<file path="src/design/slsc_regs.vh">
`ifndef SLSC_REGS_VH
`define SLSC_REGS_VH
// register offsets (plain port, 4-bit address)
`define SLSC_ADDR_CTRL 4'h0
`define SLSC_ADDR_STATUS 4'h1
`define SLSC_ADDR_IO_DIR 4'h2
`define SLSC_ADDR_IO_OUT 4'h3
`define SLSC_ADDR_IO_PULL_EN 4'h4
`define SLSC_ADDR_IO_PULL_UP 4'h5
`define SLSC_ADDR_IO_IN 4'h6
`define SLSC_ADDR_EVENT 4'h7
// ctrl fields
`define SLSC_CTRL_MODE_LSB 0
`define SLSC_CTRL_DSR_FN_LSB 2
`define SLSC_CTRL_DTR_FN_LSB 4
`define SLSC_CTRL_BONDED_BIT 6
`define SLSC_CTRL_GAP_BIT 7
`define SLSC_CTRL_RESET 8'h00
// mode codes
`define SLSC_MODE_CMD 2'h0
`define SLSC_MODE_DATA 2'h1
`define SLSC_MODE_FRAMED 2'h2
// dsr function codes
`define SLSC_DSR_CMD 2'h0
`define SLSC_DSR_DISC 2'h1
`define SLSC_DSR_UART_EN 2'h2
`define SLSC_DSR_SLEEP 2'h3
// dtr function codes
`define SLSC_DTR_MODE 2'h0
`define SLSC_DTR_PEER 2'h1
`define SLSC_DTR_BONDED 2'h2
`define SLSC_DTR_GAP 2'h3
// event bits (write 1 to clear)
`define SLSC_EV_UART_DEFAULTS 0
`define SLSC_EV_CONNECT_REQ 1
`define SLSC_EV_FACTORY 2
`define SLSC_EV_DSR 3
// timing
`define SLSC_CLK_HZ 125000000
`define SLSC_FACTORY_HOLD_S 10
`define SLSC_FLASH_HALF_NS 100000000
`define SLSC_FLASH_HALF_CYC (`SLSC_FLASH_HALF_NS / 8)
`define SLSC_DEBOUNCE_CYC 16
`endif

</file>
<file path="src/design/slsc_status_ctrl.v">
// Operation
// RULE1: the red, green and blue status outputs are active low, a low lights the segment.
// RULE2: idle in data or framed-data mode shows green, idle in command mode shows orange.
// RULE3: connecting shows purple and connected shows blue in any mode.
// RULE4: while connected the lit segment flashes during data activity and is steady otherwise.
// RULE5: connecting and connected come only from serial-emulation connection state.
// RULE6: switch 2 low with switch 1 high at start-up restores the uart defaults.
// RULE7: switch 2 going low in normal operation requests a connection to a peripheral.
// RULE8: both switches low at start-up enter bootloader mode.
// RULE9: both switches held low for 10 s from start-up leave bootloader and restore factory settings.
// RULE10: dsr is interpreted per configuration as command mode, disconnect, uart enable or sleep.
// RULE11: dtr shows per configuration the mode, an emulation peer, a bonded device or a gap link.
// RULE12: 11 io pins, each input or output by command, inputs with pull-up, pull-down or none.
// RULE13: reset returns all of this logic to its initial state.
// RULE14: the switches are sampled once, synchronised and debounced, after reset release.
// RULE15: status outputs stay high from reset until the first mode is decided.
//
// The register offsets and the address-and-strobe port were decided locally.
`timescale 1ns/10ps
`include "slsc_regs.vh"
module slsc_status_ctrl #(
	parameter IO_N = 11,
	parameter [31:0] FACTORY_HOLD_CYC = `SLSC_FACTORY_HOLD_S * `SLSC_CLK_HZ,
	parameter [31:0] FLASH_HALF_CYC = `SLSC_FLASH_HALF_CYC
) (
	// clock and reset
	input wire i_clk,
	input wire i_rstn,
	// register port
	input wire [3:0] i_addr,
	input wire [15:0] i_wdata,
	input wire i_wr,
	input wire i_rd,
	output reg [15:0] o_rdata,
	// connection state from the emulation service
	input wire i_emu_connecting,
	input wire i_emu_connected,
	input wire i_emu_activity,
	// switches, active low pins
	input wire i_switch1_n,
	input wire i_switch2_n,
	// uart control lines
	input wire i_dsr,
	output reg o_dtr,
	// status led, active low
	output reg o_red_n,
	output reg o_green_n,
	output reg o_blue_n,
	// start-up and control results
	output reg o_bootloader,
	output reg o_uart_defaults,
	output reg o_factory_restore,
	output reg o_connect_req,
	output reg o_dsr_cmd_mode,
	output reg o_dsr_disconnect,
	output reg o_uart_enable,
	output reg o_sleep,
	// io pins
	input wire [IO_N-1:0] i_io,
	output reg [IO_N-1:0] o_io,
	output reg [IO_N-1:0] o_io_oe,
	output reg [IO_N-1:0] o_io_pu,
	output reg [IO_N-1:0] o_io_pd
);

localparam ST_INIT = 4'h1;
localparam ST_DEBOUNCE = 4'h2;
localparam ST_BOOT = 4'h4;
localparam ST_RUN = 4'h8;

reg [3:0] state_reg;
reg [1:0] sw1_sync_reg, sw2_sync_reg, dsr_sync_reg;
reg [IO_N-1:0] io_meta_reg, io_sync_reg;
reg [4:0] deb_cnt_reg;
reg sw1_prev_reg, sw2_prev_reg;
reg [31:0] hold_cnt_reg;
reg [31:0] flash_cnt_reg;
reg flash_phase_reg;
reg sw2_last_reg, dsr_last_reg;
reg [7:0] ctrl_reg;
reg [IO_N-1:0] io_dir_reg, io_out_reg, io_pen_reg, io_pup_reg;
reg [3:0] event_reg;
reg [3:0] ev_set;
reg [2:0] rgb_next;
reg dtr_next;

wire [1:0] mode = ctrl_reg[`SLSC_CTRL_MODE_LSB +: 2];
wire [1:0] dsr_fn = ctrl_reg[`SLSC_CTRL_DSR_FN_LSB +: 2];
wire [1:0] dtr_fn = ctrl_reg[`SLSC_CTRL_DTR_FN_LSB +: 2];
wire sw1 = sw1_sync_reg[1];
wire sw2 = sw2_sync_reg[1];
wire dsr = dsr_sync_reg[1];
wire both_low = !sw1 && !sw2;
wire dsr_rise = dsr && !dsr_last_reg;

// two-stage synchronisers for pins
always @(posedge i_clk) begin
	if (!i_rstn) begin
		sw1_sync_reg <= 2'h3;
		sw2_sync_reg <= 2'h3;
		dsr_sync_reg <= 2'h0;
		io_meta_reg <= {IO_N{1'b0}};
		io_sync_reg <= {IO_N{1'b0}};
	end else begin
		sw1_sync_reg <= {sw1_sync_reg[0], i_switch1_n};
		sw2_sync_reg <= {sw2_sync_reg[0], i_switch2_n};
		dsr_sync_reg <= {dsr_sync_reg[0], i_dsr};
		io_meta_reg <= i_io;
		io_sync_reg <= io_meta_reg;
	end
end

// start-up sequencer
always @(posedge i_clk) begin
	if (!i_rstn) begin //RULE13
		state_reg <= ST_INIT;
		deb_cnt_reg <= 5'h00;
		sw1_prev_reg <= 1'b1;
		sw2_prev_reg <= 1'b1;
		hold_cnt_reg <= 32'h0;
		o_bootloader <= 1'b0;
		o_uart_defaults <= 1'b0;
		o_factory_restore <= 1'b0;
	end else begin
		o_uart_defaults <= 1'b0;
		o_factory_restore <= 1'b0;
		case (state_reg)
			ST_INIT: begin
				// one cycle only: take the synchronised switch levels as the first debounce reference
				deb_cnt_reg <= 5'h00;
				sw1_prev_reg <= sw1;
				sw2_prev_reg <= sw2;
				state_reg <= ST_DEBOUNCE;
			end
			ST_DEBOUNCE: begin
				if (sw1 != sw1_prev_reg || sw2 != sw2_prev_reg) begin //RULE14
					deb_cnt_reg <= 5'h00;
					sw1_prev_reg <= sw1;
					sw2_prev_reg <= sw2;
				end else if (deb_cnt_reg == `SLSC_DEBOUNCE_CYC - 1) begin
					if (!sw1_prev_reg && !sw2_prev_reg) begin
						o_bootloader <= 1'b1; //RULE8
						hold_cnt_reg <= 32'h0;
						state_reg <= ST_BOOT;
					end else begin
						o_uart_defaults <= sw1_prev_reg && !sw2_prev_reg; //RULE6
						state_reg <= ST_RUN;
					end
				end else begin
					deb_cnt_reg <= deb_cnt_reg + 5'h01;
				end
			end
			ST_BOOT: begin
				// release of either switch ends the hold; bootloader stays
				if (!both_low) begin
					hold_cnt_reg <= FACTORY_HOLD_CYC;
				end else if (hold_cnt_reg < FACTORY_HOLD_CYC - 1) begin
					hold_cnt_reg <= hold_cnt_reg + 32'h1;
				end else if (hold_cnt_reg == FACTORY_HOLD_CYC - 1) begin
					o_bootloader <= 1'b0; //RULE9
					o_factory_restore <= 1'b1;
					hold_cnt_reg <= FACTORY_HOLD_CYC;
					state_reg <= ST_RUN;
				end
			end
			ST_RUN: begin
			end
			default: state_reg <= ST_INIT;
		endcase
	end
end

// flash timer, runs only while activity is seen on a connection
always @(posedge i_clk) begin
	if (!i_rstn) begin
		flash_cnt_reg <= 32'h0;
		flash_phase_reg <= 1'b0;
	end else if (i_emu_connected && i_emu_activity) begin //RULE4
		if (flash_cnt_reg >= FLASH_HALF_CYC - 1) begin
			flash_cnt_reg <= 32'h0;
			flash_phase_reg <= !flash_phase_reg;
		end else begin
			flash_cnt_reg <= flash_cnt_reg + 32'h1;
		end
	end else begin
		flash_cnt_reg <= 32'h0;
		flash_phase_reg <= 1'b0;
	end
end

// colour select: {red_n, green_n, blue_n}
always @* begin
	if (state_reg != ST_RUN) begin
		rgb_next = 3'h7; //RULE15
	end else if (i_emu_connected) begin //RULE5
		rgb_next = (flash_phase_reg && i_emu_activity) ? 3'h7 : 3'h6; //RULE3 RULE4
	end else if (i_emu_connecting) begin
		rgb_next = 3'h2; //RULE3
	end else if (mode == `SLSC_MODE_CMD) begin
		rgb_next = 3'h1; //RULE2
	end else begin
		rgb_next = 3'h5; //RULE2
	end
end

always @* begin
	case (dtr_fn) //RULE11
		`SLSC_DTR_MODE: dtr_next = (mode != `SLSC_MODE_CMD);
		`SLSC_DTR_PEER: dtr_next = i_emu_connected;
		`SLSC_DTR_BONDED: dtr_next = ctrl_reg[`SLSC_CTRL_BONDED_BIT];
		default: dtr_next = ctrl_reg[`SLSC_CTRL_GAP_BIT];
	endcase
end

always @* begin
	ev_set = 4'h0;
	ev_set[`SLSC_EV_UART_DEFAULTS] = o_uart_defaults;
	ev_set[`SLSC_EV_CONNECT_REQ] = (state_reg == ST_RUN) && sw2_last_reg && !sw2;
	ev_set[`SLSC_EV_FACTORY] = o_factory_restore;
	ev_set[`SLSC_EV_DSR] = dsr_rise;
end

// led, dtr, dsr actions and connect requests
always @(posedge i_clk) begin
	if (!i_rstn) begin
		o_red_n <= 1'b1; //RULE1
		o_green_n <= 1'b1;
		o_blue_n <= 1'b1;
		o_dtr <= 1'b0;
		sw2_last_reg <= 1'b1;
		dsr_last_reg <= 1'b0;
		o_connect_req <= 1'b0;
		o_dsr_cmd_mode <= 1'b0;
		o_dsr_disconnect <= 1'b0;
		o_uart_enable <= 1'b1;
		o_sleep <= 1'b0;
	end else begin
		{o_red_n, o_green_n, o_blue_n} <= rgb_next; //RULE1
		o_dtr <= dtr_next;
		sw2_last_reg <= sw2;
		dsr_last_reg <= dsr;
		o_connect_req <= ev_set[`SLSC_EV_CONNECT_REQ]; //RULE7
		o_dsr_cmd_mode <= dsr_rise && dsr_fn == `SLSC_DSR_CMD; //RULE10
		o_dsr_disconnect <= dsr_rise && dsr_fn == `SLSC_DSR_DISC; //RULE10
		o_uart_enable <= (dsr_fn == `SLSC_DSR_UART_EN) ? dsr : 1'b1; //RULE10
		// level controlled: dsr high puts the device to sleep, low wakes it
		o_sleep <= (dsr_fn == `SLSC_DSR_SLEEP) && dsr; //RULE10
	end
end

// register file
always @(posedge i_clk) begin
	if (!i_rstn) begin
		ctrl_reg <= `SLSC_CTRL_RESET;
		io_dir_reg <= {IO_N{1'b0}};
		io_out_reg <= {IO_N{1'b0}};
		io_pen_reg <= {IO_N{1'b0}};
		io_pup_reg <= {IO_N{1'b0}};
		event_reg <= 4'h0;
		o_rdata <= 16'h0000;
	end else begin
		// a new event wins over a clear in the same cycle
		if (i_wr && i_addr == `SLSC_ADDR_EVENT) begin
			event_reg <= (event_reg & ~i_wdata[3:0]) | ev_set;
		end else begin
			event_reg <= event_reg | ev_set;
		end
		if (i_wr) begin
			case (i_addr)
				`SLSC_ADDR_CTRL: ctrl_reg <= i_wdata[7:0];
				`SLSC_ADDR_IO_DIR: io_dir_reg <= i_wdata[IO_N-1:0]; //RULE12
				`SLSC_ADDR_IO_OUT: io_out_reg <= i_wdata[IO_N-1:0];
				`SLSC_ADDR_IO_PULL_EN: io_pen_reg <= i_wdata[IO_N-1:0]; //RULE12
				`SLSC_ADDR_IO_PULL_UP: io_pup_reg <= i_wdata[IO_N-1:0];
				default: ;
			endcase
		end
		o_rdata <= 16'h0000;
		if (i_rd) begin
			case (i_addr)
				`SLSC_ADDR_CTRL: o_rdata <= {8'h00, ctrl_reg};
				`SLSC_ADDR_STATUS: o_rdata <= {8'h00, state_reg, o_bootloader, i_emu_connected,
					i_emu_connecting, o_dtr};
				`SLSC_ADDR_IO_DIR: o_rdata[IO_N-1:0] <= io_dir_reg;
				`SLSC_ADDR_IO_OUT: o_rdata[IO_N-1:0] <= io_out_reg;
				`SLSC_ADDR_IO_PULL_EN: o_rdata[IO_N-1:0] <= io_pen_reg;
				`SLSC_ADDR_IO_PULL_UP: o_rdata[IO_N-1:0] <= io_pup_reg;
				`SLSC_ADDR_IO_IN: o_rdata[IO_N-1:0] <= io_sync_reg;
				`SLSC_ADDR_EVENT: o_rdata <= {12'h000, event_reg};
				default: o_rdata <= 16'h0000;
			endcase
		end
	end
end

// per-pin drive and pulls; pulls only act on inputs
genvar gi;
generate
	for (gi = 0; gi < IO_N; gi = gi + 1) begin : g_io
		always @(posedge i_clk) begin
			if (!i_rstn) begin
				o_io[gi] <= 1'b0;
				o_io_oe[gi] <= 1'b0;
				o_io_pu[gi] <= 1'b0;
				o_io_pd[gi] <= 1'b0;
			end else begin
				o_io[gi] <= io_out_reg[gi]; //RULE12
				o_io_oe[gi] <= io_dir_reg[gi];
				o_io_pu[gi] <= !io_dir_reg[gi] && io_pen_reg[gi] && io_pup_reg[gi];
				o_io_pd[gi] <= !io_dir_reg[gi] && io_pen_reg[gi] && !io_pup_reg[gi];
			end
		end
	end
endgenerate

endmodule // slsc_status_ctrl

</file>
<file path="config.mk">
export PLATFORM = sky130hd
export DESIGN_NAME = slsc_status_ctrl
export DESIGN_NICKNAME = d
export VERILOG_FILES = /design/src/design/slsc_status_ctrl.v
export VERILOG_INCLUDE_DIRS = /design/src /design/src/design
export SDC_FILE = /design/constraint.sdc
export NUM_CORES = 1
export LEC_CHECK = 0
export BUFFER_PORTS_ARGS = -buffer_cell sky130_fd_sc_hd__buf_4
export CORE_MARGIN = 4
export CORE_UTILIZATION = 44
export CTS_CLUSTER_SIZE = 8
export DETAILED_ROUTE_END_ITERATION = 6
export HOLD_SLACK_MARGIN = 0.15
export PLACE_DENSITY = 0.75
export SLEW_MARGIN = 20
export SYNTH_ARGS = -nofsm -noshare
export SYNTH_HDL_FRONTEND = slang
export SYNTH_SLANG_ARGS = --single-unit
</file>
<file path="constraint.sdc">
create_clock -name i_clk -period 2.68 [get_ports i_clk]
set_clock_uncertainty 0.1 [all_clocks]
set_input_delay 0.134 -clock i_clk [delete_from_list [all_inputs] [get_ports i_clk]]
set_output_delay 0.134 -clock i_clk [all_outputs]
set_load 0.005 [all_outputs]
</file>
* Word-level counts from Yosys, hierarchy flattened
Index checks and enable logic that the tools add are counted.
** Storage, ports and cells
- Flip-flop bits (word level) :: 234
- Output and inout bits :: 72
- Word-level logic and storage cells :: 258
** Cells by class
- $add $sub $neg :: 3
- Magnitude comparators :: 2
- Equality and inequality tests :: 30
- Mux-type cells :: 36
- Bitwise operators :: 11
- Reduce and logical (&&, ||, !) cells :: 98
** Operators with widths (count)
- two-way mux 32 bit :: 6
- case mux 11 bit (8 select lines) :: 1
- adder 32 x 1 -> 32 bit (second input constant) :: 2
- case mux 32 bit (2 select lines) :: 1
- logical AND 1 bit :: 45
- == test 32 x 31 -> 1 bit (second input constant) :: 1
- greater-or-equal comparator 32 x 24 -> 1 bit (second input constant) :: 1
- < comparator 32 x 31 -> 1 bit (second input constant) :: 1
- zero test 1 bit :: 28
- two-way mux 4 bit :: 7
- == test 4 x 3 -> 1 bit (second input constant) :: 5
- AND reduction 2 bit :: 10
- case mux 4 bit (4 select lines) :: 1
- != test 2 bit (second input constant) :: 7
- == test 4 x 2 -> 1 bit (second input constant) :: 3
- two-way mux 1 bit :: 10
- two-way mux 5 bit :: 2
- case mux 5 bit (2 select lines) :: 1
- two-way mux 3 bit :: 3
- == test 4 x 1 -> 1 bit (second input constant) :: 2
- != test 4 bit (second input constant) :: 2
- OR 4 bit :: 2
- inverter 1 bit :: 7
- AND reduction 7 bit :: 1
- other kinds (21) :: 31

* Logic depth before layout (Yosys ltp)
Gate-level depths: netlist of the first run.
- Word-level depth :: 6
- Depth in mapped cells :: 10

* Worst setup path before layout of the first run
No wires, ideal clock.
- Path kind :: flip-flop to flip-flop
- From :: register hold_cnt_reg[0]
- To :: register hold_cnt_reg[28]
- Arrival :: 2.228 ns
- Setup slack :: 0.232 ns
- Stages on the path, launching flop included :: 9
- Path through :: dfxtp_1 -> ha_1 -> and3_1 -> clkbuf_1 -> nand3_1 -> nor4_1 -> nand4_1 -> and3_1 -> a211o_1
** On the way
- Longest elaborated chain between the ends :: 4
- Elaborated cells between the ends (all ways) :: 8
- Classes of those cells :: 1 x add/sub; 1 x order compare; 2 x eq/ne; 3 x mux; 1 x reduce/logical
** RTL lines
- start, declared :: RTL line slsc_status_ctrl.v:76 : reg [31:0] hold_cnt_reg;
- start signal, assigned :: RTL line slsc_status_ctrl.v:158 : hold_cnt_reg <= hold_cnt_reg + 32'h1;
- adder 32 x 1 -> 32 bit / < comparator 32 x 31 -> 1 bit (equally long branches) :: RTL line slsc_status_ctrl.v:158, slsc_status_ctrl.v:157
- two-way mux 32 bit :: RTL line slsc_status_ctrl.v:157 : end else if (hold_cnt_reg < FACTORY_HOLD_CYC - 1) begin
- two-way mux 32 bit :: RTL line slsc_status_ctrl.v:155 : if (!both_low) begin
- case mux 32 bit (2 select lines) :: RTL line slsc_status_ctrl.v:127 : case (state_reg)
Parallel ways exist; a longest one is shown, timed or not.
A chain may end at the register's enable or synchronous reset.

* Worst setup path in the final report of the first run
- From :: register hold_cnt_reg[31]
- To :: register hold_cnt_reg[28]
** On the way
- Longest elaborated chain between the ends :: 4
- Elaborated cells between the ends (all ways) :: 7
- Classes of those cells :: 1 x order compare; 2 x eq/ne; 3 x mux; 1 x reduce/logical
** RTL lines (RTL line)
- < comparator 32 x 31 -> 1 bit :: slsc_status_ctrl.v:157
- two-way mux 32 bit :: slsc_status_ctrl.v:157
- two-way mux 32 bit :: slsc_status_ctrl.v:155
- case mux 32 bit (2 select lines) :: slsc_status_ctrl.v:127
Parallel ways exist; a longest one is shown, timed or not.

==> metrics.md, run 1 <==
| Metric | Value |
|---|---|
| Share of flip-flops with an asynchronous set or reset | 0% |
| Hold Path Depth | 1 |
| Die footprint | 23300 sq um |
| Initial drt markers | 733 |
| Clk slew on worst S/H paths | approximately 0.05 ns |
| Crit path largest cell delay | 0.50 ns |
| Gr ovfl total | 0 |
| WL per Instance | between 15 and 20 microns |
| Cell area after synthesis | 9210 sq um |
| ANT cells | 0 |
| Avg Inst Size Synth | 9.23 sq um |
| Post-synthesis instance total | 998 |
| Final GP Congestion | 0.888 |
| Area Overhead vs Synth | 28.5% |
| Total CTS buffers | 35 |
| Initial core utilization | 45.1% |
| Fin crit share | 94.7% |
| Top Ports | roughly 110 |
| Hold WC Path Type | reg -> reg |
| GRT Total Usage | ~20% |
| F_max | 0.394 GHz |
| Reg2reg path depth | 8 |
| Worst slew pin tran | 0.567 ns |
| Worst-Skew Late Latency | 0.50 ns |
| Fraction of layout cells with a size suffix above 1 | 17.2% |
| Design area | around 12000 sq um |
| Worst path required time | 2.96 ns |
| Outcome | complete, no violations |
| # port buffers | ~100 |
| Crit path depth | 8 |
| Synth cell types | 67 |
| CTS tree | done |
| CP Cell Sequence | or4b_1 -> nand4bb_1 -> nor3_1 -> buf_4 -> nor4b_2 -> buf_4 -> and3_1 -> a211o_1 |
| Mux share of post-synthesis cell area | 2.70% |
| Setup Crit Path Kind | reg -> reg |
| Rows | 52 |
| Number of detailed-route iterations in the first pass | 5 |
| Avg Vias per Cell | around 5.5 |
| Postcts setup bufs | 0 |
| Crit start category | register |
| CP Max Fanout | 13 |
| Clk sink count | 229 |
| Initial antenna violation count | 0 |
| Post-synthesis compound-gate area fraction | 14.9% |
| Static Leak | 4.61 nW |
| Largest net degree at the start of global routing | 52 |
| Final HPWL DP | about 16000 microns |
| Crit end category | register |
| Top FF cell, synth | dfxtp_1 |
| Synth Area in Simple Gates | around a quarter |
| RSZ-0062 raised after global routing | no |
| CP top delay family | simple AND/OR/NAND/NOR gates |
| Area of placed instances | 10400 sq um |
| Flops & latches, synth | 229 |
| Final setup margin | 0.143 ns |
| Final #Nets | about 1200 |
| Leading cell type by number of instances after synthesis | dfxtp_1 |
| Fin. Hold Viols | 0 |
| Routed Antenna Nets | 0 |
| Fin Setup TNS | 0 ns |
| Die W | 153 microns |
| Yosys warns | 0 |
| Clk buf depth | 3 |
| Crit-path slowest cell | or4b_1 |
| Largest family of logic cells by synthesized area | simple AND/OR/NAND/NOR gates |
| # DRC | 0 |
| Worst VDD drop | 0.469 mV |
| First-pass GRT wire length | around 39000 microns |
| Final WL | 23900 microns |
| Post-synth top cells | dfxtp_1, nand2_1, nor2_1 |
| EDFF count, synth | 0 |
| Pwr dens | 651 nW/um^2 |
| Final setup violation count | 0 |
| CTS root buf | clkbuf_16 |
| Hold Crit Start | sw1_sync_reg[0] |
| Post-synthesis xor/xnor area fraction | under 10% |
| Sequential area share after synthesis | 49.8% |
| Maxcap violations | 0 |
| Area fraction of the dominant cell type after synthesis | 49.8% |
| Final total power | between 7 and 8 mW |
| Crit path DAT | 2.82 ns |
| CP startpoint | hold_cnt_reg[31] |
| Most common cell on crit path | buf_4 |
| Die height | 153 microns |
| Min Tclk post-route | 2.54 ns |
| Area leader, netlist | dfxtp_1 |
| Synth top area cells | dfxtp_1, nand2_1, a21boi_0, and2_1, nand3_1 |
| H-tree Lvls | 2 |
| Worst R2R Start | hold_cnt_reg[31] |
| Relative slew slack | 61.9% |
| CP bufs+invs | 2 |
| Max Slew Vio Count | 0 |
| Via count of the routed design | around 8000 |
| Core Footprint | 20400 sq um |
| Adder-Cell Fraction of Synth Area | 0.544% |
| Vias in the first global route | roughly 7700 |
| DP Worst Slack | 0.158 ns |
[stage by stage]
step | instances | hold WS (ns) | util, %
after global routing | 1451 | 0.310 | 57.9
after floorplan | 1010 | 0.135 | -
after detailed placement | 1362 | 0.223 | 50.9
after global placement | 1362 | 0.223 | 50.9
final | 1451 | 0.304 | 57.9
after CTS | 1451 | 0.291 | 57.9
[where the power goes]
| group | internal (mW) | leakage, nW | switching [mW] | total [mW] |
|---|---|---|---|---|
| sequential | 3.47 | 1.86 | 0.0390 | 3.51 |
| combinational | 0.174 | 2.28 | 0.195 | 0.369 |
| clock | 2.41 | 0.470 | 1.41 | 3.82 |
[placed cells by master (no fill, tap or decap), drive strengths merged, types with 17 or more instances in the layout]
master,instances
nor2b,18
dfxtp,229
dlygate4sd3,46
o21ai,20
and3,17
buf,142
a21oi,23
mux2i,17
clkbuf,40
nor3,20
nand3,53
a31oi,24
nor2,69
a21boi,45
and2,51
nand2,126
[layer usage]
| layer | up-vias | GRT usage [%] | wire [microns] |
|---|---|---|---|
| met1 | 3727 | 26.7 | 10600 |
| met2 | 316 | 32.3 | 11000 |
| met4 | 0 | 6.87 | 583 |
| li1 | 3879 | - | - |
| met3 | 50 | 4.09 | 1740 |
| met5 | - | 0 | 0 |
[kinds of logic after synthesis]
group           count (synthesis)
xor+xnor                       29
simple gates                  447
other cells                     1
fa+ha+maj                       4
flops                         229
buf+inv                        74
mux                            24
compound gates                190
[final cells by class]
class	count	area, sq um
fill	1814	8600
sequential	229	4580
multi-input combinational	707	4370
timing repair buffer	188	1530
clock buffer	40	926
tap	270	338
inverter	14	52.6
clock inverter	3	33.8
[worst paths after layout]
kind                 endpoint  slack, ns
max          hold_cnt_reg[28]       0.14
min           sw1_sync_reg[1]       0.30
max reg2reg  hold_cnt_reg[28]       0.14
min reg2reg   sw1_sync_reg[1]       0.30
[timing repair]
action | CTS | global route
endpoints found under the hold margin | 106 | 0
gates resized for setup | 0 | 2
endpoints found under the setup margin | 0 | 3
hold buffers | 46 | 0
Note: power is estimated with default switching activity, not from simulation.
==> run 2: changes to the inputs <==
--- a/config.mk
+++ b/config.mk
@@ -12,7 +12,7 @@
 export CTS_CLUSTER_SIZE = 8
 export DETAILED_ROUTE_END_ITERATION = 6
 export HOLD_SLACK_MARGIN = 0.15
-export PLACE_DENSITY = 0.75
+export PLACE_DENSITY = 0.64
 export SLEW_MARGIN = 20
 export SYNTH_ARGS = -nofsm -noshare
 export SYNTH_HDL_FRONTEND = slang
==> run 2 against run 1 <==
Net effect:
- via count is 2.1% lower
- design area hardly changed
- sequential power hardly changed
- core utilization hardly changed
- maximum frequency hardly changed
- routed wire length is 0.55% higher
- largest power group unchanged
==> metrics.md, run 2 (synthesis gave the netlist of run 1 again) <==
| Metric | Value |
|---|---|
| Outcome | complete, no violations |
| Fin Setup TNS | 0 ns (unchanged) |
| CP bufs+invs | 0 (-2) |
| Fin. Hold Viols | 0 (unchanged) |
| Static Leak | 4.62 nW (+0.26%) |
| Initial antenna violation count | 0 (unchanged) |
| Crit start category | register |
| Top Ports | 113 (unchanged) |
| CP Max Fanout | 8 (-5) |
| Crit end category | register |
| Largest net degree at the start of global routing | 93 (+79%) |
| Rows | 52 (unchanged) |
| Fraction of layout cells with a size suffix above 1 | 17.5% (+0.28 points) |
| Crit path largest cell delay | 0.52 ns (+0.02 ns) |
| Relative slew slack | 62.4% (+0.49 points) |
| CP top delay family | simple AND/OR/NAND/NOR gates |
| GRT Total Usage | 20.4% (+0.48 points) |
| Commonest non-fill, non-tap cell in the layout | dfxtp_1 |
| Final WL | 24000 microns (+0.55%) |
| Clk slew on worst S/H paths | 0.05 ns (about the same) |
| Initial drt markers | 520 (-29%) |
| Most frequent cells in the layout | dfxtp_1, buf_4, nand2_1 |
| Max Slew Vio Count | 0 (unchanged) |
| Routed Antenna Nets | 0 (unchanged) |
| Final setup margin | 0.141 ns (-0.00224 ns) |
| Clk buf depth | 3 (unchanged) |
| Vias in the first global route | 7610 (-1.5%) |
| Final total power | 7.53 mW (-2.2%) |
| Area Overhead vs Synth | 28.4% (about the same) |
| Die footprint | 23300 sq um (unchanged) |
| Core Footprint | 20400 sq um (unchanged) |
| Worst-Skew Late Latency | 0.49 ns (about the same) |
| Pwr dens | 637 nW/um^2 (-2.1%) |
| Worst slew pin tran | 0.562 ns (-0.00500 ns) |
| DP Worst Slack | 0.0440 ns (-0.114 ns) |
| # DRC | 0 (unchanged) |
| Initial core utilization | 45.1% (unchanged) |
| Final #Nets | 1223 (+0.25%) |
| Fin crit share | 94.7% (about the same) |
| Via count of the routed design | 7806 (-2.1%) |
| Number of detailed-route iterations in the first pass | 6 (+1) |
| CP Cell Sequence | or4b_1 -> nand4bb_1 -> or4_4 -> a32o_2 -> a221o_1 |
| Setup Crit Path Kind | reg -> reg |
| Non-filler cells, final | 1449 (-0.14%) |
| Final HPWL DP | 16500 microns (+1.4%) |
| First-pass GRT wire length | 39900 microns (+1.5%) |
| F_max | 0.394 GHz (about the same) |
| Worst path required time | 2.96 ns (about the same) |
| Crit-path slowest cell | or4b_1 |
| Die height | 153 microns (unchanged) |
| Final GP Congestion | 0.910 (+2.5%) |
| Total CTS buffers | 34 (-2.9%) |
| Min Tclk post-route | 2.54 ns (+0.00224 ns) |
| # placed instances | 1366 (+0.29%) |
| Die W | 153 microns (unchanged) |
| WL per Instance | 16.6 microns (+0.69%) |
| CTS tree | done |
| Final setup violation count | 0 (unchanged) |
| Hold WC Path Type | reg -> reg |
| Crit path DAT | 2.82 ns (about the same) |
| H-tree Lvls | 2 (unchanged) |
| # port buffers | 102 (unchanged) |
| Worst VDD drop | 0.399 mV (-15%) |
| Clk sink count | 229 (unchanged) |
| Gr ovfl total | 0 (unchanged) |
| Avg Vias per Cell | 5.39 (-1.9%) |
| CTS root buf | clkbuf_16 |
| RSZ-0062 raised after global routing | no |
| ANT cells | 0 (unchanged) |
| Maxcap violations | 0 (unchanged) |
| Postcts setup bufs | 0 (unchanged) |
run 2: report_power, final:
| group | switching [mW] | internal (mW) |
|---|---|---|
| Sequential | 0.0345 | 3.47 |
| Clock | 1.36 | 2.28 |
| Combinational | 0.201 | 0.182 |
run 2: stage by stage:
step | util [%] | hold WS (ns) | area [sq um]
after global placement | 51.2 | 0.219 | 10500
after global routing | 57.9 | 0.323 | 11800
final | 57.9 | 0.303 | 11800
after detailed placement | 51.2 | 0.228 | 10500
after CTS | 57.8 | 0.292 | 11800
after floorplan | - | 0.135 | 9250
run 2: repair_timing:
item,CTS,global route
setup endpoints to repair,0,24
gates resized for setup,0,5
hold endpoints to repair,96,0
hold buffers,46,0
run 2: path summary, 6_finish.rpt:
| check | startpoint | to | slack, ns | depth (start not counted) |
|---|---|---|---|---|
| worst max register to register | hold_cnt_reg[28] | hold_cnt_reg[21] | 0.14 | 5 |
| worst max-delay path | hold_cnt_reg[28] | hold_cnt_reg[21] | 0.14 | 5 |
| worst min register to register | sw1_sync_reg[0] | sw1_sync_reg[1] | 0.30 | 1 |
| worst min-delay path | sw1_sync_reg[0] | sw1_sync_reg[1] | 0.30 | 1 |
run 2: final cells by class:
cell class | count | area (sq um)
clock buffer | 35 | 876
tap | 270 | 338
fill | 1849 | 8610
sequential | 229 | 4580
clock inverter | 2 | 13.8
inverter | 14 | 52.6
timing repair buffer | 192 | 1580
multi-input combinational | 707 | 4370
run 2: per-layer routing:
layer | routed length (microns) | global-route usage (%) | vias up | part of all wire [%]
met2 | 10800 | 31.9 | 243 | 45
met5 | 0 | 0 | - | 0
li1 | - | - | 3884 | -
met4 | 446 | 6.45 | 0 | 1.9
met3 | 1430 | 3.49 | 31 | 5.9
met1 | 11400 | 29.0 | 3648 | 47
run 2: worst reg2reg max path, delay by kind of cell (launching register included):
kind / cells / cell delay, ns
AND/OR/NAND/NOR: 3 / 1.28
flip-flops: 1 / 0.35
AO/OA/AOI/OAI: 2 / 0.70
==> run 3: changes to the inputs <==
--- a/config.mk
+++ b/config.mk
@@ -8,11 +8,11 @@
 export LEC_CHECK = 0
 export BUFFER_PORTS_ARGS = -buffer_cell sky130_fd_sc_hd__buf_4
 export CORE_MARGIN = 4
-export CORE_UTILIZATION = 44
+export CORE_UTILIZATION = 50
 export CTS_CLUSTER_SIZE = 8
 export DETAILED_ROUTE_END_ITERATION = 6
 export HOLD_SLACK_MARGIN = 0.15
-export PLACE_DENSITY = 0.64
+export PLACE_DENSITY = 0.74
 export SLEW_MARGIN = 20
 export SYNTH_ARGS = -nofsm -noshare
 export SYNTH_HDL_FRONTEND = slang
==> constraint.sdc (replaced) <==
create_clock -name i_clk -period 2.25 [get_ports i_clk]
set_clock_uncertainty 0.1 [all_clocks]
set_input_delay 0.1125 -clock i_clk [delete_from_list [all_inputs] [get_ports i_clk]]
set_output_delay 0.1125 -clock i_clk [all_outputs]
set_load 0.005 [all_outputs]
==> run 3 against run 2 <==
Net effect:
- the run now ends with negative setup slack left
- maximum frequency is 2.8% higher
- core utilization rose by 12 points
- clock power increased by 18%
- clock-buffer cell count fell by 1
- largest cell class is now multi-input gates
- via count grew 7.1%
- combinational power is 23% higher
- sequential cell count stayed put
- global-route usage grew 4.1 points
- worst hold slack worse by 0.025 ns
==> metrics.md, run 3 (synthesis gave the netlist of run 1 again) <==
| Metric | Value |
|---|---|
| Outcome | finished with violations |
| Failing checks | negative setup slack |
| Crit end category | register |
| Initial core utilization | 51.1% (+6.0 points) |
| Final GP Congestion | 0.941 (+3.4%) |
| Die height | 144 microns (-5.9%) |
| Fin. Hold Viols | 0 (unchanged) |
| CP Max Fanout | 9 (+1) |
| Hold Crit Start | i_io[5] |
| H-tree Lvls | 2 (unchanged) |
| Worst VDD drop | 0.901 mV (+130%) |
| Worst slew pin tran | 0.614 ns (+0.0525 ns) |
| Area of the multi-input gates | 4660 sq um (+6.5%) |
| Core Footprint | 18000 sq um (-12%) |
| Min Tclk post-route | 2.47 ns (-0.0694 ns) |
| Avg Vias per Cell | 5.68 (+5.5%) |
| Via count of the routed design | 8359 (+7.1%) |
| Crit path largest cell delay | 0.53 ns (about the same) |
| Worst R2R Start | hold_cnt_reg[28] |
| Vias in the first global route | 8171 (+7.4%) |
| Initial antenna violation count | 0 (unchanged) |
| Reg-to-reg endpoint | hold_cnt_reg[19] |
| First-pass GRT wire length | 40600 microns (+2.0%) |
| Static Leak | 4.96 nW (+7.4%) |
| Maxcap violations | 0 (unchanged) |
| CTS tree | done |
| Largest net degree at the start of global routing | 63 (-32%) |
| ANT cells | 0 (unchanged) |
| Worst-Skew Late Latency | 0.49 ns (about the same) |
| Crit-path slowest cell | or4b_4 |
| Worst path required time | 2.57 ns (-0.39 ns) |
| Final setup violation count | 35 (+35) |
| Die footprint | 20600 sq um (-11%) |
| Setup Crit Path Kind | reg -> reg |
| DP Worst Slack | -0.206 ns (-0.250 ns) |
| Hold Path Depth | 3 (+2) |
| Relative slew slack | 58.7% (-3.7 points) |
| GRT Total Usage | 24.5% (+4.1 points) |
| Hold WC Path Type | in -> reg |
| Gr ovfl total | 0 (unchanged) |
| # port buffers | 102 (unchanged) |
| Area Overhead vs Synth | 36.1% |
| Final setup margin | -0.220 ns (-0.361 ns) |
| Top Ports | 113 (unchanged) |
| Fraction of layout cells with a size suffix above 1 | 25.0% (+7.5 points) |
| CP top delay family | simple AND/OR/NAND/NOR gates |
| FF-to-FF setup slack | -0.22 ns (-0.36 ns) |
| Pwr dens | 713 nW/um^2 (+12%) |
| Hold EP | io_meta_reg[5] |
| Commonest non-fill, non-tap cell in the layout | dfxtp_1 |
| CP bufs+invs | 1 (+1) |
| Clk sink count | 229 (unchanged) |
| Number of detailed-route iterations in the first pass | 5 (-1) |
| Most frequent cells in the layout | dfxtp_1, buf_4, nand2_1 |
| Final HPWL DP | 17600 microns (+7.0%) |
| CTS root buf | clkbuf_16 |
| Fin crit share | 110% (+15 points) |
| Max Slew Vio Count | 0 (unchanged) |
| FILL cells | 1377 (-26%) |
| # DRC | 0 (unchanged) |
| Reg area | 4590 sq um (about the same) |
| CP Cell Sequence | or4b_4 -> nand4bb_4 -> or4_4 -> o211a_4 -> buf_12 -> nor4b_4 -> a2bb2oi_2 |
| WL per Instance | 17.6 microns (+6.0%) |
| # placed instances | 1389 (+1.7%) |
| Final WL | 25900 microns (+7.6%) |
| Crit start category | register |
| Crit path DAT | 2.79 ns (-0.03 ns) |
| RSZ-0062 raised after global routing | yes |
| Fin Setup TNS | -5.37 ns (-5.37 ns) |
| Rows | 49 (-5.8%) |
| Reg2reg path depth | 7 (+2) |
| Routed Antenna Nets | 0 (unchanged) |
| Final #Nets | 1287 (+5.2%) |
| Non-filler cells, final | 1471 (+1.5%) |
| F_max | 0.405 GHz (+2.8%) |
| Clk slew on worst S/H paths | 0.05 ns (about the same) |
| Clk buf depth | 3 (unchanged) |
| Die W | 144 microns (-5.9%) |
| Initial drt markers | 701 (+35%) |
| Total CTS buffers | 34 (unchanged) |
## run 3: where the power goes
group / internal (mW) / switching [mW]
Sequential: 4.13 / 0.0417
Clock: 2.65 / 1.63
Combinational: 0.226 / 0.246
## run 3: cell type report
class	count	share of cell area, %
Multi-Input combinational cell	707	37.2
Tap cell	229	2.29
Sequential cell	229	36.6
Timing Repair Buffer	256	16.5
Clock buffer	34	6.79
Clock inverter	2	0.170
Inverter	14	0.419
## run 3: stage by stage
step	util (%)	total power, mW	instance area (sq um)	hold slack (ns)
CTS	68.3	9.00	12300	0.253
detailed placement	60.6	4.66	10900	0.206
finish	69.5	8.93	12500	0.278
floorplan	-	4.48	9300	0.114
global placement	60.6	4.65	10900	0.202
global route	69.5	9.22	12500	0.279
## run 3: worst max-delay path by stage
stage	cells after the start	startpoint	end	slack, ns
2_1_floorplan	6	hold_cnt_reg[28]	hold_cnt_reg[21]	-0.16
3_5_place_dp	7	hold_cnt_reg[28]	hold_cnt_reg[19]	-0.21
5_1_grt	7	hold_cnt_reg[28]	hold_cnt_reg[24]	-0.29
4_1_cts	7	hold_cnt_reg[28]	hold_cnt_reg[27]	-0.18
3_3_place_gp	5	hold_cnt_reg[28]	hold_cnt_reg[21]	-0.14
6_report	7	hold_cnt_reg[28]	hold_cnt_reg[19]	-0.22
## run 3: worst reg2reg max path, delay by kind of cell (launching register included)
kind                   cells  cell delay [ns]
buffers and inverters      1             0.15
flip-flops                 1             0.32
AO/OA/AOI/OAI              2             0.33
AND/OR/NAND/NOR            4             1.51
## run 3: what timing repair did
item | 4_1_cts | 5_1_grt
pin swaps | 9 | 9
buffers inserted | 2 | 8
resized for setup | 23 | 28
hold buffers | 39 | 0
endpoints found under the hold margin | 111 | 0
endpoints found under the setup margin | 35 | 35
## run 3: routing by layer
metal | GRT usage, % | part of all wire [%] | up-vias
li1 | - | - | 4015
met1 | 31.3 | 41 | 3941
met2 | 41.0 | 48 | 346
met3 | 5.06 | 7.9 | 57
met4 | 9.22 | 2.9 | 0
met5 | 0 | 0 | -
